File: src/design/rcn_defs.svh
`ifndef RCN_DEFS_SVH
`define RCN_DEFS_SVH
// Register addresses on the plain register port.
`define RCN_ADDR_RESET_CAUSE 4'h0
`define RCN_ADDR_NMI_CONTROL 4'h4
// Reset cause field positions.
`define RCN_RC_SUPPLY_POR 31
`define RCN_RC_CORE_POR 30
`define RCN_RC_CFG_ERR 27
`define RCN_RC_CFG_FAIL 26
`define RCN_RC_CFG_MISMATCH 9
`define RCN_RC_PIN_RESET 7
`define RCN_RC_SOFT_RESET 6
`define RCN_RC_WDT_TIMEOUT 4
`define RCN_RC_SLEEP 3
`define RCN_RC_IDLE 2
`define RCN_RC_BROWNOUT 1
`define RCN_RC_POR 0
// Implemented bits of the reset cause register, and its value at power-on.
`define RCN_RC_MASK 32'hCC0002DF
`define RCN_RC_RESET 32'hC0000003
// Interrupt control field positions.
`define RCN_NC_RUN_WDT 24
`define RCN_NC_SOFT_NMI 23
`define RCN_NC_GEN_NMI 19
`define RCN_NC_CLK_FAIL 17
`define RCN_NC_SLEEP_WDT 16
`define RCN_NC_RELOAD_LSB 0
`define RCN_NC_RELOAD_MSB 15
`define RCN_NC_RELOAD_RESET 16'h0000
`endif

File: src/design/rcn_pkg.sv
package rcn_pkg;
   // Delay counter sequencing states, Gray coded from RCN_IDLE through RCN_COUNT to RCN_FIRE; RCN_FIRE back to RCN_IDLE changes two bits.
   typedef enum logic [1:0]
   {
      RCN_IDLE = 2'b00,
      RCN_COUNT = 2'b01,
      RCN_FIRE = 2'b11
   } rcn_state_t;
endpackage

File: src/design/rcn_reset_nmi.sv
// Functional notes
// Supply power-on event sets the top reset cause flag.
// Core power-on event sets the core power-on flag.
// Primary configuration read error sets its flag.
// Error reading both configuration copies sets the failure flag.
// Configuration mismatch reset sets its flag.
// Master clear pin reset sets the pin reset flag.
// Software reset sets the soft reset flag.
// Watchdog time-out sets the watchdog time-out flag.
// Wake from sleep also sets the idle flag.
// Cause flags stay set until software clears them.
// Run watchdog time-out or software write of one raises NMI and starts delay.
// Software interrupt trigger raises NMI and reads one while recorded.
// General trigger raises general NMI and reads one while recorded.
// Clock failure or software write sets clock-fail flag and raises NMI.
// Sleep watchdog time-out sets flag, wakes; software set raises NMI.
// Nonzero reload gives system clock cycles before device reset.
// Zero reload resets at once when the watchdog interrupt asserts.
// Clearing the run watchdog flag before expiry prevents the reset.
// Only the run watchdog interrupt starts the delay counter.
// Interrupt control writes need the unlock sequence, else ignored.
// Unimplemented bits read zero and ignore writes.
// Clock failure switches the clock to the fast RC oscillator and raises NMI.
// No clock failure is detected or flagged while asleep.
// A write-permit input from the lock controller gates control writes.
`timescale 1ns/1ps
`default_nettype none
`include "rcn_defs.svh"
module rcn_reset_nmi #(
   parameter int RELOAD_W = 16
)(
   input wire logic sys_clk, // System clock, 200 MHz.
   input wire logic resetn, // Asynchronous reset, active low.
   input wire logic [3:0] reg_addr, // Register byte address.
   input wire logic [31:0] reg_wdata, // Write data.
   input wire logic reg_wr, // Write strobe.
   input wire logic reg_rd, // Read strobe.
   output logic [31:0] reg_rdata, // Read data, the cycle after the read strobe.
   input wire logic write_permit, // Unlock granted by the lock controller.
   input wire logic supply_por_evt, // Supply power-on reset detected.
   input wire logic core_por_evt, // Core power-on reset detected.
   input wire logic cfg_err_evt, // Primary configuration read error.
   input wire logic cfg_fail_evt, // Both configuration copies failed.
   input wire logic cfg_mismatch_evt, // Configuration mismatch reset.
   input wire logic pin_reset_evt, // Master clear pin reset.
   input wire logic soft_reset_evt, // Software reset executed.
   input wire logic wdt_timeout_evt, // Watchdog time-out, any mode.
   input wire logic sleep_entry_evt, // Device entered sleep.
   input wire logic idle_entry_evt, // Device entered idle.
   input wire logic sleep_wake_evt, // Device woke from sleep.
   input wire logic brownout_evt, // Brown-out reset.
   input wire logic por_evt, // Generic power-on reset.
   input wire logic in_sleep, // Device is in sleep.
   input wire logic clock_fail_evt, // Clock monitor failure detection.
   output logic nmi_pulse, // One-cycle non-maskable interrupt request.
   output logic wake_req, // One-cycle wake request from sleep watchdog.
   output logic clk_to_fast_rc, // System clock switched to the fast RC.
   output logic device_reset // One-cycle device reset request.
);

   initial
   begin
      if (RELOAD_W < 1 || RELOAD_W > 16)
      begin
         $error("RELOAD_W must lie between 1 and 16");
      end
   end

   logic [31:0] cause_r;
   logic run_wdt_r;
   logic soft_nmi_r;
   logic gen_nmi_r;
   logic clk_fail_r;
   logic sleep_wdt_r;
   logic [RELOAD_W-1:0] reload_r;
   logic [RELOAD_W-1:0] count_r;
   rcn_pkg::rcn_state_t state_r;
   logic [31:0] cause_set;
   logic nc_wr;
   logic rc_wr;
   logic run_wdt_evt;
   logic sleep_wdt_evt;
   logic cf_evt;
   logic run_wdt_sw;
   logic run_wdt_start;
   logic [RELOAD_W-1:0] reload_eff;
   logic [31:0] ctl_word;
   logic sw_rise;

   // Decodes a write of one into a given control bit.
   function automatic logic wr_one(input logic en, input logic [31:0] d, input int pos);
      wr_one = en & d[pos];
   endfunction

   // Address decode; control writes only pass while the lock controller permits.
   assign rc_wr = reg_wr && (reg_addr == `RCN_ADDR_RESET_CAUSE);
   assign nc_wr = reg_wr && (reg_addr == `RCN_ADDR_NMI_CONTROL) && write_permit;

   // Watchdog time-out splits by mode; the clock monitor is stopped in sleep.
   assign run_wdt_evt = wdt_timeout_evt && !in_sleep;
   assign sleep_wdt_evt = wdt_timeout_evt && in_sleep;
   assign cf_evt = clock_fail_evt && !in_sleep;
   assign run_wdt_sw = wr_one(nc_wr, reg_wdata, `RCN_NC_RUN_WDT) && !run_wdt_r;
   assign run_wdt_start = run_wdt_evt || run_wdt_sw;

   // A reload written together with a start takes effect for that very start.
   assign reload_eff = nc_wr ? reg_wdata[RELOAD_W-1:0] : reload_r;

   // Software writes of one into a clear flag; each such write raises one interrupt.
   assign sw_rise = (wr_one(nc_wr, reg_wdata, `RCN_NC_SOFT_NMI) && !soft_nmi_r)
      || (wr_one(nc_wr, reg_wdata, `RCN_NC_GEN_NMI) && !gen_nmi_r)
      || (wr_one(nc_wr, reg_wdata, `RCN_NC_CLK_FAIL) && !clk_fail_r)
      || (wr_one(nc_wr, reg_wdata, `RCN_NC_SLEEP_WDT) && !sleep_wdt_r);

   // Hardware set vector for the reset cause register.
   always_comb
   begin
      cause_set = 32'h00000000;
      cause_set[`RCN_RC_SUPPLY_POR] = supply_por_evt;
      cause_set[`RCN_RC_CORE_POR] = core_por_evt;
      cause_set[`RCN_RC_CFG_ERR] = cfg_err_evt;
      cause_set[`RCN_RC_CFG_FAIL] = cfg_fail_evt;
      cause_set[`RCN_RC_CFG_MISMATCH] = cfg_mismatch_evt;
      cause_set[`RCN_RC_PIN_RESET] = pin_reset_evt;
      cause_set[`RCN_RC_SOFT_RESET] = soft_reset_evt;
      cause_set[`RCN_RC_WDT_TIMEOUT] = wdt_timeout_evt;
      cause_set[`RCN_RC_SLEEP] = sleep_entry_evt;
      cause_set[`RCN_RC_IDLE] = idle_entry_evt || sleep_wake_evt;
      cause_set[`RCN_RC_BROWNOUT] = brownout_evt;
      cause_set[`RCN_RC_POR] = por_evt;
   end

   // Reset cause flags: written value stored, hardware set wins over a clear.
   always_ff @(posedge sys_clk or negedge resetn)
   begin
      if (!resetn)
      begin
         cause_r <= `RCN_RC_RESET;
      end
      else
      begin
         cause_r <= ((rc_wr ? reg_wdata : cause_r) | cause_set) & `RCN_RC_MASK;
      end
   end

   // Run-mode watchdog interrupt flag; hardware set wins over a software clear.
   always_ff @(posedge sys_clk or negedge resetn)
   begin
      if (!resetn)
      begin
         run_wdt_r <= 1'b0;
      end
      else if (run_wdt_evt)
      begin
         run_wdt_r <= 1'b1;
      end
      else if (nc_wr)
      begin
         run_wdt_r <= reg_wdata[`RCN_NC_RUN_WDT];
      end
   end

   // Software interrupt triggers, set and cleared by permitted control writes.
   always_ff @(posedge sys_clk or negedge resetn)
   begin
      if (!resetn)
      begin
         soft_nmi_r <= 1'b0;
         gen_nmi_r <= 1'b0;
      end
      else if (nc_wr)
      begin
         soft_nmi_r <= reg_wdata[`RCN_NC_SOFT_NMI];
         gen_nmi_r <= reg_wdata[`RCN_NC_GEN_NMI];
      end
   end

   // Sleep watchdog flag; a time-out in sleep wins over a same-cycle write.
   always_ff @(posedge sys_clk or negedge resetn)
   begin
      if (!resetn)
      begin
         sleep_wdt_r <= 1'b0;
      end
      else if (sleep_wdt_evt)
      begin
         sleep_wdt_r <= 1'b1;
      end
      else if (nc_wr)
      begin
         sleep_wdt_r <= reg_wdata[`RCN_NC_SLEEP_WDT];
      end
   end

   // Clock-fail flag; a real failure wins over a same-cycle software write.
   always_ff @(posedge sys_clk or negedge resetn)
   begin
      if (!resetn)
      begin
         clk_fail_r <= 1'b0;
      end
      else if (cf_evt)
      begin
         clk_fail_r <= 1'b1;
      end
      else if (nc_wr)
      begin
         clk_fail_r <= reg_wdata[`RCN_NC_CLK_FAIL];
      end
   end

   // Clock source switch, sticky until reset; a software set never switches it.
   always_ff @(posedge sys_clk or negedge resetn)
   begin
      if (!resetn)
      begin
         clk_to_fast_rc <= 1'b0;
      end
      else if (cf_evt)
      begin
         clk_to_fast_rc <= 1'b1;
      end
   end

   // Reload field, writable only with permission.
   always_ff @(posedge sys_clk or negedge resetn)
   begin
      if (!resetn)
      begin
         reload_r <= RELOAD_W'(`RCN_NC_RELOAD_RESET);
      end
      else if (nc_wr)
      begin
         reload_r <= reg_wdata[RELOAD_W-1:0];
      end
   end

   // Non-maskable interrupt request on any rising source, including software sets.
   always_ff @(posedge sys_clk or negedge resetn)
   begin
      if (!resetn)
      begin
         nmi_pulse <= 1'b0;
      end
      else
      begin
         nmi_pulse <= run_wdt_start || cf_evt || sleep_wdt_evt || sw_rise;
      end
   end

   // Wake request, one cycle long, for a watchdog time-out during sleep.
   always_ff @(posedge sys_clk or negedge resetn)
   begin
      if (!resetn)
      begin
         wake_req <= 1'b0;
      end
      else
      begin
         wake_req <= sleep_wdt_evt;
      end
   end

   // Delay counter: loaded on a start, then counts system clock cycles while armed.
   always_ff @(posedge sys_clk or negedge resetn)
   begin
      if (!resetn)
      begin
         count_r <= '0;
      end
      else if (state_r == rcn_pkg::RCN_IDLE && run_wdt_start)
      begin
         count_r <= reload_eff;
      end
      else if (state_r == rcn_pkg::RCN_COUNT && run_wdt_r)
      begin
         count_r <= count_r - RELOAD_W'(1);
      end
   end

   // Reset delay sequencer: arms only for the run-mode watchdog interrupt.
   always_ff @(posedge sys_clk or negedge resetn)
   begin
      if (!resetn)
      begin
         state_r <= rcn_pkg::RCN_IDLE;
      end
      else
      begin
         case (state_r)
            rcn_pkg::RCN_IDLE:
            begin
               if (run_wdt_start && reload_eff == '0)
               begin
                  state_r <= rcn_pkg::RCN_FIRE;
               end
               else if (run_wdt_start)
               begin
                  state_r <= rcn_pkg::RCN_COUNT;
               end
            end
            rcn_pkg::RCN_COUNT:
            begin
               if (!run_wdt_r)
               begin
                  state_r <= rcn_pkg::RCN_IDLE;
               end
               else if (count_r == RELOAD_W'(1))
               begin
                  state_r <= rcn_pkg::RCN_FIRE;
               end
            end
            rcn_pkg::RCN_FIRE:
            begin
               state_r <= rcn_pkg::RCN_IDLE;
            end
            default:
            begin
               state_r <= rcn_pkg::RCN_IDLE;
            end
         endcase
      end
   end

   // Device reset request, one cycle long.
   always_ff @(posedge sys_clk or negedge resetn)
   begin
      if (!resetn)
      begin
         device_reset <= 1'b0;
      end
      else
      begin
         device_reset <= (state_r == rcn_pkg::RCN_IDLE) && run_wdt_start
            && (reload_eff == '0);
         if (state_r == rcn_pkg::RCN_COUNT && run_wdt_r && count_r == RELOAD_W'(1))
         begin
            device_reset <= 1'b1;
         end
      end
   end

   // Interrupt control word as software reads it; unimplemented bits stay zero.
   always_comb
   begin
      ctl_word = 32'h00000000;
      ctl_word[`RCN_NC_RUN_WDT] = run_wdt_r;
      ctl_word[`RCN_NC_SOFT_NMI] = soft_nmi_r;
      ctl_word[`RCN_NC_GEN_NMI] = gen_nmi_r;
      ctl_word[`RCN_NC_CLK_FAIL] = clk_fail_r;
      ctl_word[`RCN_NC_SLEEP_WDT] = sleep_wdt_r;
      ctl_word[RELOAD_W-1:0] = reload_r;
   end

   // Read data, valid the cycle after the read strobe; unmapped reads give zero.
   always_ff @(posedge sys_clk or negedge resetn)
   begin
      if (!resetn)
      begin
         reg_rdata <= 32'h00000000;
      end
      else if (reg_rd && reg_addr == `RCN_ADDR_RESET_CAUSE)
      begin
         reg_rdata <= cause_r;
      end
      else if (reg_rd && reg_addr == `RCN_ADDR_NMI_CONTROL)
      begin
         reg_rdata <= ctl_word;
      end
      else
      begin
         reg_rdata <= 32'h00000000;
      end
   end

endmodule // rcn_reset_nmi
`default_nettype wire

File: config.mk
export PLATFORM = sky130hd
export DESIGN_NAME = rcn_reset_nmi
export DESIGN_NICKNAME = d
export VERILOG_FILES = /design/src/design/rcn_pkg.sv /design/src/design/rcn_reset_nmi.sv
export VERILOG_INCLUDE_DIRS = /design/src /design/src/design
export SDC_FILE = /design/constraint.sdc
export NUM_CORES = 1
export LEC_CHECK = 0
export BUFFER_PORTS_ARGS = -buffer_cell sky130_fd_sc_hd__buf_2
export CAP_MARGIN = 20
export CORE_ASPECT_RATIO = 0.6
export CORE_MARGIN = 2
export CORE_UTILIZATION = 48
export DETAILED_ROUTE_END_ITERATION = 16
export PLACE_DENSITY = 0.76
export SYNTH_ARGS = -nofsm -noshare
export SYNTH_HDL_FRONTEND = slang
export SYNTH_SLANG_ARGS = --single-unit
File: constraint.sdc
create_clock -name sys_clk -period 1.85 [get_ports sys_clk]
set_input_delay 0 -clock sys_clk [delete_from_list [all_inputs] [get_ports sys_clk]]
set_output_delay 0 -clock sys_clk [all_outputs]
set_load 0.005 [all_outputs]
# == Yosys cells after proc, flatten, opt, wreduce, memory -nomap -nowiden ==
# Cells that the tools add are included.
# totals
regBits,87
latchBits,0
ram_bits,0
romBits,0
input_bits,56
mem_count,0
# classes
add_sub_neg,1
mul,0
n_div,0
order_cmp,0
eq_ne,5
shifts,0
n_mux,18
bitwise,6
n_reduce_logical,40
# ops
operator,count
32-bit 2-to-1 mux,2
16-bit 2-to-1 mux,3
32-bit bitwise OR,1
25-bit 2-to-1 mux,1
1-bit logical AND,18
16-bit by 1-bit equality test with 1-bit output (second input constant),1
16-bit zero test,1
16-bit by 1-bit subtractor with 16-bit output (second input constant),1
1-bit logical OR,8
2-bit 2-to-1 mux,4
2-bit nonzero test,4
1-bit 2-to-1 mux,7
1-bit zero test,6
1-bit bitwise AND,5
4-bit by 3-bit equality test with 1-bit output (second input constant),1
4-bit zero test,1
2-bit case mux with 2 select lines,1
3-bit by 2-bit != test with 1-bit output (second input constant),1
3-bit != test (second input constant),1
2-bit by 1-bit equality test with 1-bit output (second input constant),1
2-bit zero test,1
2-bit AND reduction,1

# == Depth between registers and ports, before layout ==
# Gate-level depths: netlist (run 1).
# depth
depth_word,9
mapped_depth,7

# == Least setup slack after synthesis (run 1) ==
# OpenSTA, ideal clock, no wires.
# synth_path
path_kind,reg-to-reg
startpoint,reg state_r[1]
endpoint,reg count_r[10]
setup_time_ns,0.126
arrival_ns,1.876
slack_ns,-0.152
stages_incl_launch_ff,6
n_path_buf,2
period_less_slack_ns,2.002
cell_sequence,dfrtp_1 -> or4b_2 -> o31a_1 -> buf_6 -> buf_6 -> a311o_1
# synth_between
elab_chain_cells,3
word_cells_on_any_way,6
# synth_rtl
item,line,text
from (decl),rcn_reset_nmi.sv:77,rcn_pkg::rcn_state_t state_r;
from (signal assigned),rcn_reset_nmi.sv:286,state_r <= rcn_pkg::RCN_IDLE;
from (signal assigned),rcn_reset_nmi.sv:295,state_r <= rcn_pkg::RCN_FIRE;
from (signal assigned),rcn_reset_nmi.sv:299,state_r <= rcn_pkg::RCN_COUNT;
2-bit by 1-bit equality test with 1-bit output or 2-bit zero test (tied branches),"rcn_reset_nmi.sv:275, rcn_reset_nmi.sv:271",
"1-bit logical AND, on equally long branches","rcn_reset_nmi.sv:275, rcn_reset_nmi.sv:271",
2-bit nonzero test (no source line) or 16-bit 2-to-1 mux (tied branches),-,
to (signal assigned),rcn_reset_nmi.sv:273,count_r <= reload_eff;
to (signal assigned),rcn_reset_nmi.sv:277,count_r <= count_r - RELOAD_W'(1);
to (decl),rcn_reset_nmi.sv:76,logic [RELOAD_W-1:0] count_r;
# Several ways; a longest one is shown, not always the timed one.
# A chain may end at the register's enable or synchronous reset.

# == Worst setup path in the final report (run 1) ==
# layout_path
startpoint,reg state_r[1]
endpoint,reg count_r[13]
# The elaborated chain is that of the path after synthesis.

==> run metrics, run 1 <==
DRT Pass-1 Iters=4; Sink Count=80; Seq/Total Area, Yosys=55.7%; TritonCTS clock tree=yes; area of the die=roughly 0.0082 sq mm; number of vias in the routed layout=around 3.3k; max-cap check violation count=0; leakage component of the power=0.00256 uW; startpoint of the worst register-to-register path=state_r[1]; antenna-violating nets left=0; worst setup margin=-58.0 ps; number of max-slew violations in the final report=0; top cell type's share of synthesized area=between 50% and 60%; Max FO, Critical Path=17; top layer reached by signal wires=met4; number of buffers created by CTS=9; clock root buffer master=sky130_fd_sc_hd__clkbuf_16; top achievable clock speed=~520 MHz; violated checks=negative setup slack; synthesized area per cell=around 11 sq um; Tot GR Track Use=26.5%; startpoint type of the worst setup path=flip-flop; number of H-tree levels=3; placement row count=24; biggest cell delay along the critical path=around 550 ps; DRT iter0 DRCs=341; required time at the worst-slack endpoint=2080 ps; RePlAce Congestion=a little over 0.8; RSZ-0062 raised after global routing=yes; n_diodes=0; Reg2Reg Capture Point=count_r[13]; cell types with the highest counts after synthesis=sky130_fd_sc_hd__dfrtp_1, sky130_fd_sc_hd__nand2_1, sky130_fd_sc_hd__nor2_1; number of enable flip-flop cells after synthesis=0; post-layout instance count excluding filler cells=a little under 600; DIE WIDTH=roughly 120 microns; clock insertion delay at the later pin of the skew report=approximately 350 ps; PD cells=1100 mW/mm^2; gr ovfl total=0; unique cell type count in the Yosys netlist=between 50 and 60; DR DRC count=0; wire length on met3=756 microns; dpl hpwl=6650 microns; initial core utilization=about half; layout cell share with drive strength beyond 1=30.3%; total of warnings raised by yosys=0; detailed-route wire length=10300 microns; placeable core region=approximately 0.0073 sq mm; via-per-instance ratio=between 5 and 6; Critical Path Start=state_r[1]; cell count after placement=around 530; clock transition at the registers of the reported paths=about 60 ps; buffers plus inverters on the worst setup path=1; final setup violation count=6; share of the clock period used by the worst path after layout=103%; main area contributors after synthesis=sky130_fd_sc_hd__dfrtp_1, sky130_fd_sc_hd__nand2_1, sky130_fd_sc_hd__mux2_2, sky130_fd_sc_hd__mux2i_1, sky130_fd_sc_hd__and2_1; CP max-delay cell=sky130_fd_sc_hd__or4b_4; number of nets at the end of the flow=roughly 540; count of pins on the block boundary=slightly above 90; prevailing post-synth register cell=sky130_fd_sc_hd__dfrtp_1; capturing instance or port of the critical path=count_r[13]; critical path class=reg -> reg; die height=71.1 microns; post-synthesis instance total=~330; worst-case clock buffer depth=2; cell with the most instances after synthesis=sky130_fd_sc_hd__dfrtp_1; sequence of cells on the critical path=or4b_4, o31a_1, buf_12, o311a_1, a211o_1; post-DR wirelength/cell=between 15 and 20 microns; hold slack final=about 18 ps; share of flip-flops with an asynchronous set or reset after synthesis=100%; arrival time at the worst endpoint=between 2000 and 2500 ps; initial antenna violation count=0; number of storage elements in the synthesis netlist=80; port buffer count=between 70 and 80; wire length of the first global-routing pass=approximately 16000 microns; Worst setup EP type=flip-flop; worst hold-check path type=in -> reg; Top Family by Delay on Critical Path=compound AO/OA/AOI/OAI gates; maximum number of pins on one net before global-route repair=just under 50; worst slack, placed=-49.1 ps; area growth from synthesis to final layout=41.6%; met2 WL=a little under 5000 microns; via count of the first global-routing pass=~3.2k; clock tree skew after final layout=about 7 ps; instance count on the critical path=5; detailed-routing wirelength on met1=4420 microns; transition time at the pin with the least slew margin=~600 ps; result of the run=finished, violations left; flop2flop setup slack=-60 ps; hold violation total from the final report=0; cells on worst reg2reg path=5; minimum clock period after layout=~1900 ps; Max-slew headroom=59.9%; area of the mapped netlist=roughly 0.0036 sq mm; IR Drop Worst-Case VDD=0.000530 V; Yosys top cell by area=sky130_fd_sc_hd__dfrtp_1
[per-layer routing]
layer / vias up / track usage [%]
li1: 1466 / -
met1: 1599 / 35.7
met2: 171 / 41.5
met3: 25 / 8.48
met4: 0 / 7.80
met5: - / 0
[worst register-to-register path, delay by kind of cell, from the launching register on]
| family | cells | cell delay (ps) |
|---|---|---|
| AO/OA/AOI/OAI | 3 | 700 |
| buffers and inverters | 1 | 160 |
| flip-flops | 1 | 380 |
| AND/OR/NAND/NOR | 1 | 550 |
[final cells by class]
cell class	count	area [sq um]
clock inverters	6	83.8
multi-input cells	230	1490
repair buffers	155	1120
fillers	486	2170
well taps	104	130
flip-flops and latches	80	2010
inverters	10	37.5
clock buffers	10	229
[placed cells by master, fill, tap and decap left out, drive strengths merged, types with 3 or more instances in the layout]
| cell type | n |
|---|---|
| mux2i | 12 |
| o211ai | 3 |
| o311a | 3 |
| nand2 | 44 |
| dfrtp | 76 |
| nand4 | 4 |
| buf | 107 |
| or3 | 3 |
| o21ai | 7 |
| and3 | 5 |
| clkbuf | 10 |
| nand3 | 10 |
| nand3b | 12 |
| nor3 | 9 |
| mux2 | 12 |
| nand2b | 5 |
| a211o | 9 |
| dlygate4sd3 | 48 |
| conb | 7 |
| or4b | 4 |
| and2 | 19 |
| inv | 10 |
| clkinv | 4 |
| dfstp | 4 |
| nor2 | 23 |
| nor4 | 9 |
[timing repair]
action / 4_1_cts / 5_1_grt
hold buffers: 48 / 0
gates resized for setup: 0 / 4
endpoints found under the setup margin: 8 / 13
hold endpoints to repair: 78 / 0
pin swaps: 0 / 1
buffers inserted: 2 / 1
[power breakdown]
group,internal [uW],switching (uW)
logic,742,713
clock network,1180,705
registers,2020,256
[registers in the layout, summed over array words and instances, names as in the netlist]
signal,count
reg_rdata,25
count_r,16
reload_r,16
cause_r,12
state_r,2
clk_fail_r,1
clk_to_fast_rc,1
device_reset,1
gen_nmi_r,1
nmi_pulse,1
run_wdt_r,1
sleep_wdt_r,1
soft_nmi_r,1
wake_req,1
[metrics by stage]
stage | power (uW) | util [%] | instance area [sq um] | TNS, ps
floorplan | 3060 | - | 3640 | -4.00
global placement | 3520 | 58.7 | 4270 | -2.09
detailed placement | 3600 | 58.7 | 4270 | -219
CTS | 5570 | 69.8 | 5070 | -127
global route | 5880 | 70.1 | 5100 | -713
finish | 5610 | 70.1 | 5100 | -231
[cell families (layout without fill, tap and decap cells)]
kind of cell | count (synthesis) | in the layout | synth area share, %
fa+ha+maj | 2 | 2 | 0.695
xor+xnor | 1 | 1 | 0.243
flops | 80 | 80 | 55.7
buf+inv | 29 | 181 | 4.24
other cells | 1 | 7 | 0.104
mux | 24 | 24 | 7.19
simple gates | 158 | 158 | 23.7
compound gates | 38 | 38 | 8.06
[worst min path at each step]
| stage | start | to | depth (start not counted) |
|---|---|---|---|
| after floorplan | resetn | cause_r[26] | 0 |
| after global placement | resetn | reg_rdata[23] | 1 |
| after detailed placement | resetn | reg_rdata[12] | 1 |
| after CTS | reg_addr[2] | reg_rdata[1] | 3 |
| after global routing | reg_wdata[1] | reload_r[1] | 2 |
| final | reg_addr[2] | reg_rdata[1] | 3 |
No activity file was read; power rests on OpenSTA's default activity.
==> run 2: changes to the inputs <==
Settings changed: ABC_AREA from default to 1, ABC_CLOCK_PERIOD_IN_PS from default to 1850, PLACE_DENSITY 0.76 to default, PLACE_DENSITY_LB_ADDON from default to 0.08.
==> run 2 against run 1 <==
Effect of this change: the run now ends clean; clock power decreased by 13%; clock skew fell by 0.92 ps; synthesized cell count grew 28%; setup slack better by 260 ps; clock-buffer cell count increased by 2; hold slack gained 14 ps; sequential share of layout area grew 2.4 points; combinational power fell by 25%; total power is 11% lower; core utilization is 4.0 points lower; critical path type unchanged; highest routed layer unchanged.
==> run metrics, run 2 <==
result of the run=finished clean; Sink Count=80 (unchanged); arrival time at the worst endpoint=1900 ps (-230 ps); area of the mapped netlist=0.00362 sq mm (+0.45%); initial antenna violation count=0 (unchanged); register bank with the most flops=reg_rdata; area share of xor/xnor cells in the synthesized design=0.969% (+0.73 points); Setup TNS=0 ps (+231 ps); layout cell share with drive strength beyond 1=21.4% (-8.9 points); number of max-slew violations in the final report=0 (unchanged); Seq pwr share=44.8% (+4.2 points); RSZ-0062 raised after global routing=no; largest registers ranked by flip-flop count=reg_rdata x25, count_r x16, reload_r x16; count of pins on the block boundary=92 (unchanged); gr ovfl total=0 (unchanged); die height=71.2 microns (+0.21%); Core Util, Final=66.2% (-4.0 points); share of flip-flops with an asynchronous set or reset after synthesis=100% (unchanged); Simple-Gate Fraction of Synth Area=21.0% (-2.7 points); clock root buffer master=sky130_fd_sc_hd__clkbuf_16; number of storage elements in the synthesis netlist=80 (unchanged); cell with the most instances after synthesis=sky130_fd_sc_hd__nand2_1; via count of the first global-routing pass=3137 (-3.1%); placeable core region=0.00727 sq mm (unchanged); startpoint type of the worst setup path=flip-flop; post-synthesis compound-gate area fraction=10.4% (+2.4 points); leakage component of the power=0.00253 uW (-1.3%); placement row count=24 (unchanged); top achievable clock speed=608 MHz (+16%); number of nets at the end of the flow=608 (+12%); number of H-tree levels=3 (unchanged); max-cap check violation count=0 (unchanged); switching power of the nets=1540 uW (-8.1%); minimum clock period after layout=1650 ps (-263 ps); synthesized area per cell=8.51 sq um (-21%); n_diodes=0 (unchanged); prevailing post-synth register cell=sky130_fd_sc_hd__dfrtp_1; IR Drop Worst-Case VDD=0.000794 V (+50%); Adder-Cell Fraction of Synth Area=0.692% (-0.0031 points); cell count after placement=606 (+15%); port buffer count=77 (unchanged); share of the clock period used by the worst path after layout=88.9% (-14 points); maximum number of pins on one net before global-route repair=44 (-10%); Seq/Total Area, Yosys=55.5% (-0.25 points); initial core utilization=49.8% (+0.22 points); DIE WIDTH=116 microns (+0.22%); Internal=3430 uW (-13%); top cell type's share of synthesized area=52.6% (-0.24 points); post-DR wirelength/cell=13.9 microns (-19%); number of buffers created by CTS=9 (unchanged); DR DRC count=0 (unchanged); PD cells=1030 mW/mm^2 (-6.1%); most frequent standard cell in the layout excluding fill and tap cells=sky130_fd_sc_hd__nand2_1; Tot GR Track Use=24.9% (-1.6 points); worst hold-check path type=in -> reg; post-synthesis instance total=425 (+28%); Max FO, Critical Path=3 (-14); combinational family with the most area after synthesis=simple AND/OR/NAND/NOR gates; clock transition at the registers of the reported paths=60 ps (about the same); flip-flop count of the largest register, all copies and words added=25 (unchanged); area growth from synthesis to final layout=33.0%; number of enable flip-flop cells after synthesis=0 (unchanged); antenna-violating nets left=0 (unchanged); final setup violation count=0 (-6); clock tree skew after final layout=6.23 ps (-0.922 ps); Clk pwr share=33.1% (-0.4 points); RePlAce Congestion=0.851 (+5.6%); hold violation total from the final report=0 (unchanged); cell types with the highest counts after synthesis=sky130_fd_sc_hd__nand2_1, sky130_fd_sc_hd__dfrtp_1, sky130_fd_sc_hd__inv_1; Worst setup EP type=flip-flop; clock insertion delay at the later pin of the skew report=340 ps (about the same); critical path class=reg -> reg; switching fraction of total power=30.9% (+1.1 points); DRT Pass-1 Iters=4 (unchanged); main area contributors after synthesis=sky130_fd_sc_hd__dfrtp_1, sky130_fd_sc_hd__nand2_1, sky130_fd_sc_hd__inv_1, sky130_fd_sc_hd__nor2_1, sky130_fd_sc_hd__o21ai_0; combinational power share=22.1% (-3.8 points); transition time at the pin with the least slew margin=513 ps (-89.1 ps); Power, Total=4970 uW (-11%); Yosys top cell by area=sky130_fd_sc_hd__dfrtp_1; wire length of the first global-routing pass=15400 microns (-5.7%); proportion of synthesized area in mux cells=0% (-7.2 points); post-layout instance count excluding filler cells=659 (+11%); total of warnings raised by yosys=0 (unchanged); DRT iter0 DRCs=220 (-35%); required time at the worst-slack endpoint=2110 ps (+30 ps); most used cells in the layout excluding fill and tap cells=sky130_fd_sc_hd__nand2_1, sky130_fd_sc_hd__dfrtp_1, sky130_fd_sc_hd__buf_2; dpl hpwl=6230 microns (-6.3%); detailed-route wire length=9160 microns (-11%); via-per-instance ratio=4.87 (-11%); number of vias in the routed layout=3209 (-1.6%); TritonCTS clock tree=yes; Max-slew headroom=65.8% (+5.9 points); area of the die=0.00827 sq mm (+0.43%); unique cell type count in the Yosys netlist=30 (-42%); worst-case clock buffer depth=2 (unchanged)
==> run 2: repair_timing <==
item	4_1_cts	5_1_grt
setup buffers	0	0
endpoints found under the setup margin	0	5
endpoints found under the hold margin	60	0
gates resized for setup	0	4
hold buffers	38	0
==> run 2: path summary, 6_finish.rpt <==
| check | start | end | slack, ps | cells after the start |
|---|---|---|---|---|
| worst min-delay path | reg_wdata[14] | reload_r[14] | 30 | 5 |
| worst max register to register | count_r[0] | count_r[14] | 200 | 9 |
| worst max-delay path | count_r[0] | count_r[14] | 200 | 9 |
| min in group asynchronous | resetn | cause_r[2] | 170 | 2 |
| worst min register to register | clk_to_fast_rc | clk_to_fast_rc | 460 | 2 |
| max in group asynchronous | resetn | cause_r[1] | 1020 | 3 |
==> run 2: final cells by class <==
cell class | instances | area (sq um)
clock buffer | 12 | 256
clock inverter | 4 | 20.0
fill | 682 | 2460
inverter | 77 | 289
multi-input combinational | 254 | 1230
sequential | 80 | 2010
tap | 104 | 130
timing repair buffer | 128 | 876
==> run 2: layer usage <==
metal	vias up	share of wire (%)	global-route usage (%)
met4	0	1.6	6.22
met1	1504	49	36.3
li1	1589	-	-
met3	14	5.8	7.95
met5	-	0	0
met2	102	43	36.5
==> run 2: cell families (layout without fill, tap and decap cells) <==
family,after synthesis,count (layout)
buffers and inverters,97,221
other,1,7
AND/OR/NAND/NOR,174,174
AO/OA/AOI/OAI,67,67
flip-flops,80,80
XOR/XNOR,4,4
adder cells (fa/ha/maj),2,2
==> run 2: power groups by stage <==
stage	registers [uW]	clock network (uW)	logic (uW)
2_1_floorplan	2210	0	702
3_3_place_gp	2250	0	1010
3_5_place_dp	2250	0	1030
4_1_cts	2230	1680	1090
5_1_grt	2270	1760	1290
6_report	2230	1640	1100
==> run 2: worst max-delay path, stage by stage (launching register included) <==
cell,delay [ps]
sky130_fd_sc_hd__dfrtp_1,400
sky130_fd_sc_hd__inv_1,100
sky130_fd_sc_hd__ha_1,180
sky130_fd_sc_hd__nand2_1,80
sky130_fd_sc_hd__nor2_1,130
sky130_fd_sc_hd__nand2_1,150
sky130_fd_sc_hd__nor3_1,220
sky130_fd_sc_hd__xor2_1,170
sky130_fd_sc_hd__nand2_1,60
sky130_fd_sc_hd__o211ai_1,80
==> run 2: per-stage QoR <==
stage / hold WS, ps / setup slack [ps] / instance area, sq um
after global routing: 43.7 / 7.70 / 4810
final: 31.2 / 205 / 4810
after detailed placement: 8.60 / 199 / 4160
after CTS: 25.9 / 47.6 / 4810
after global placement: 6.76 / 254 / 4160
after floorplan: -296 / 426 / 3640
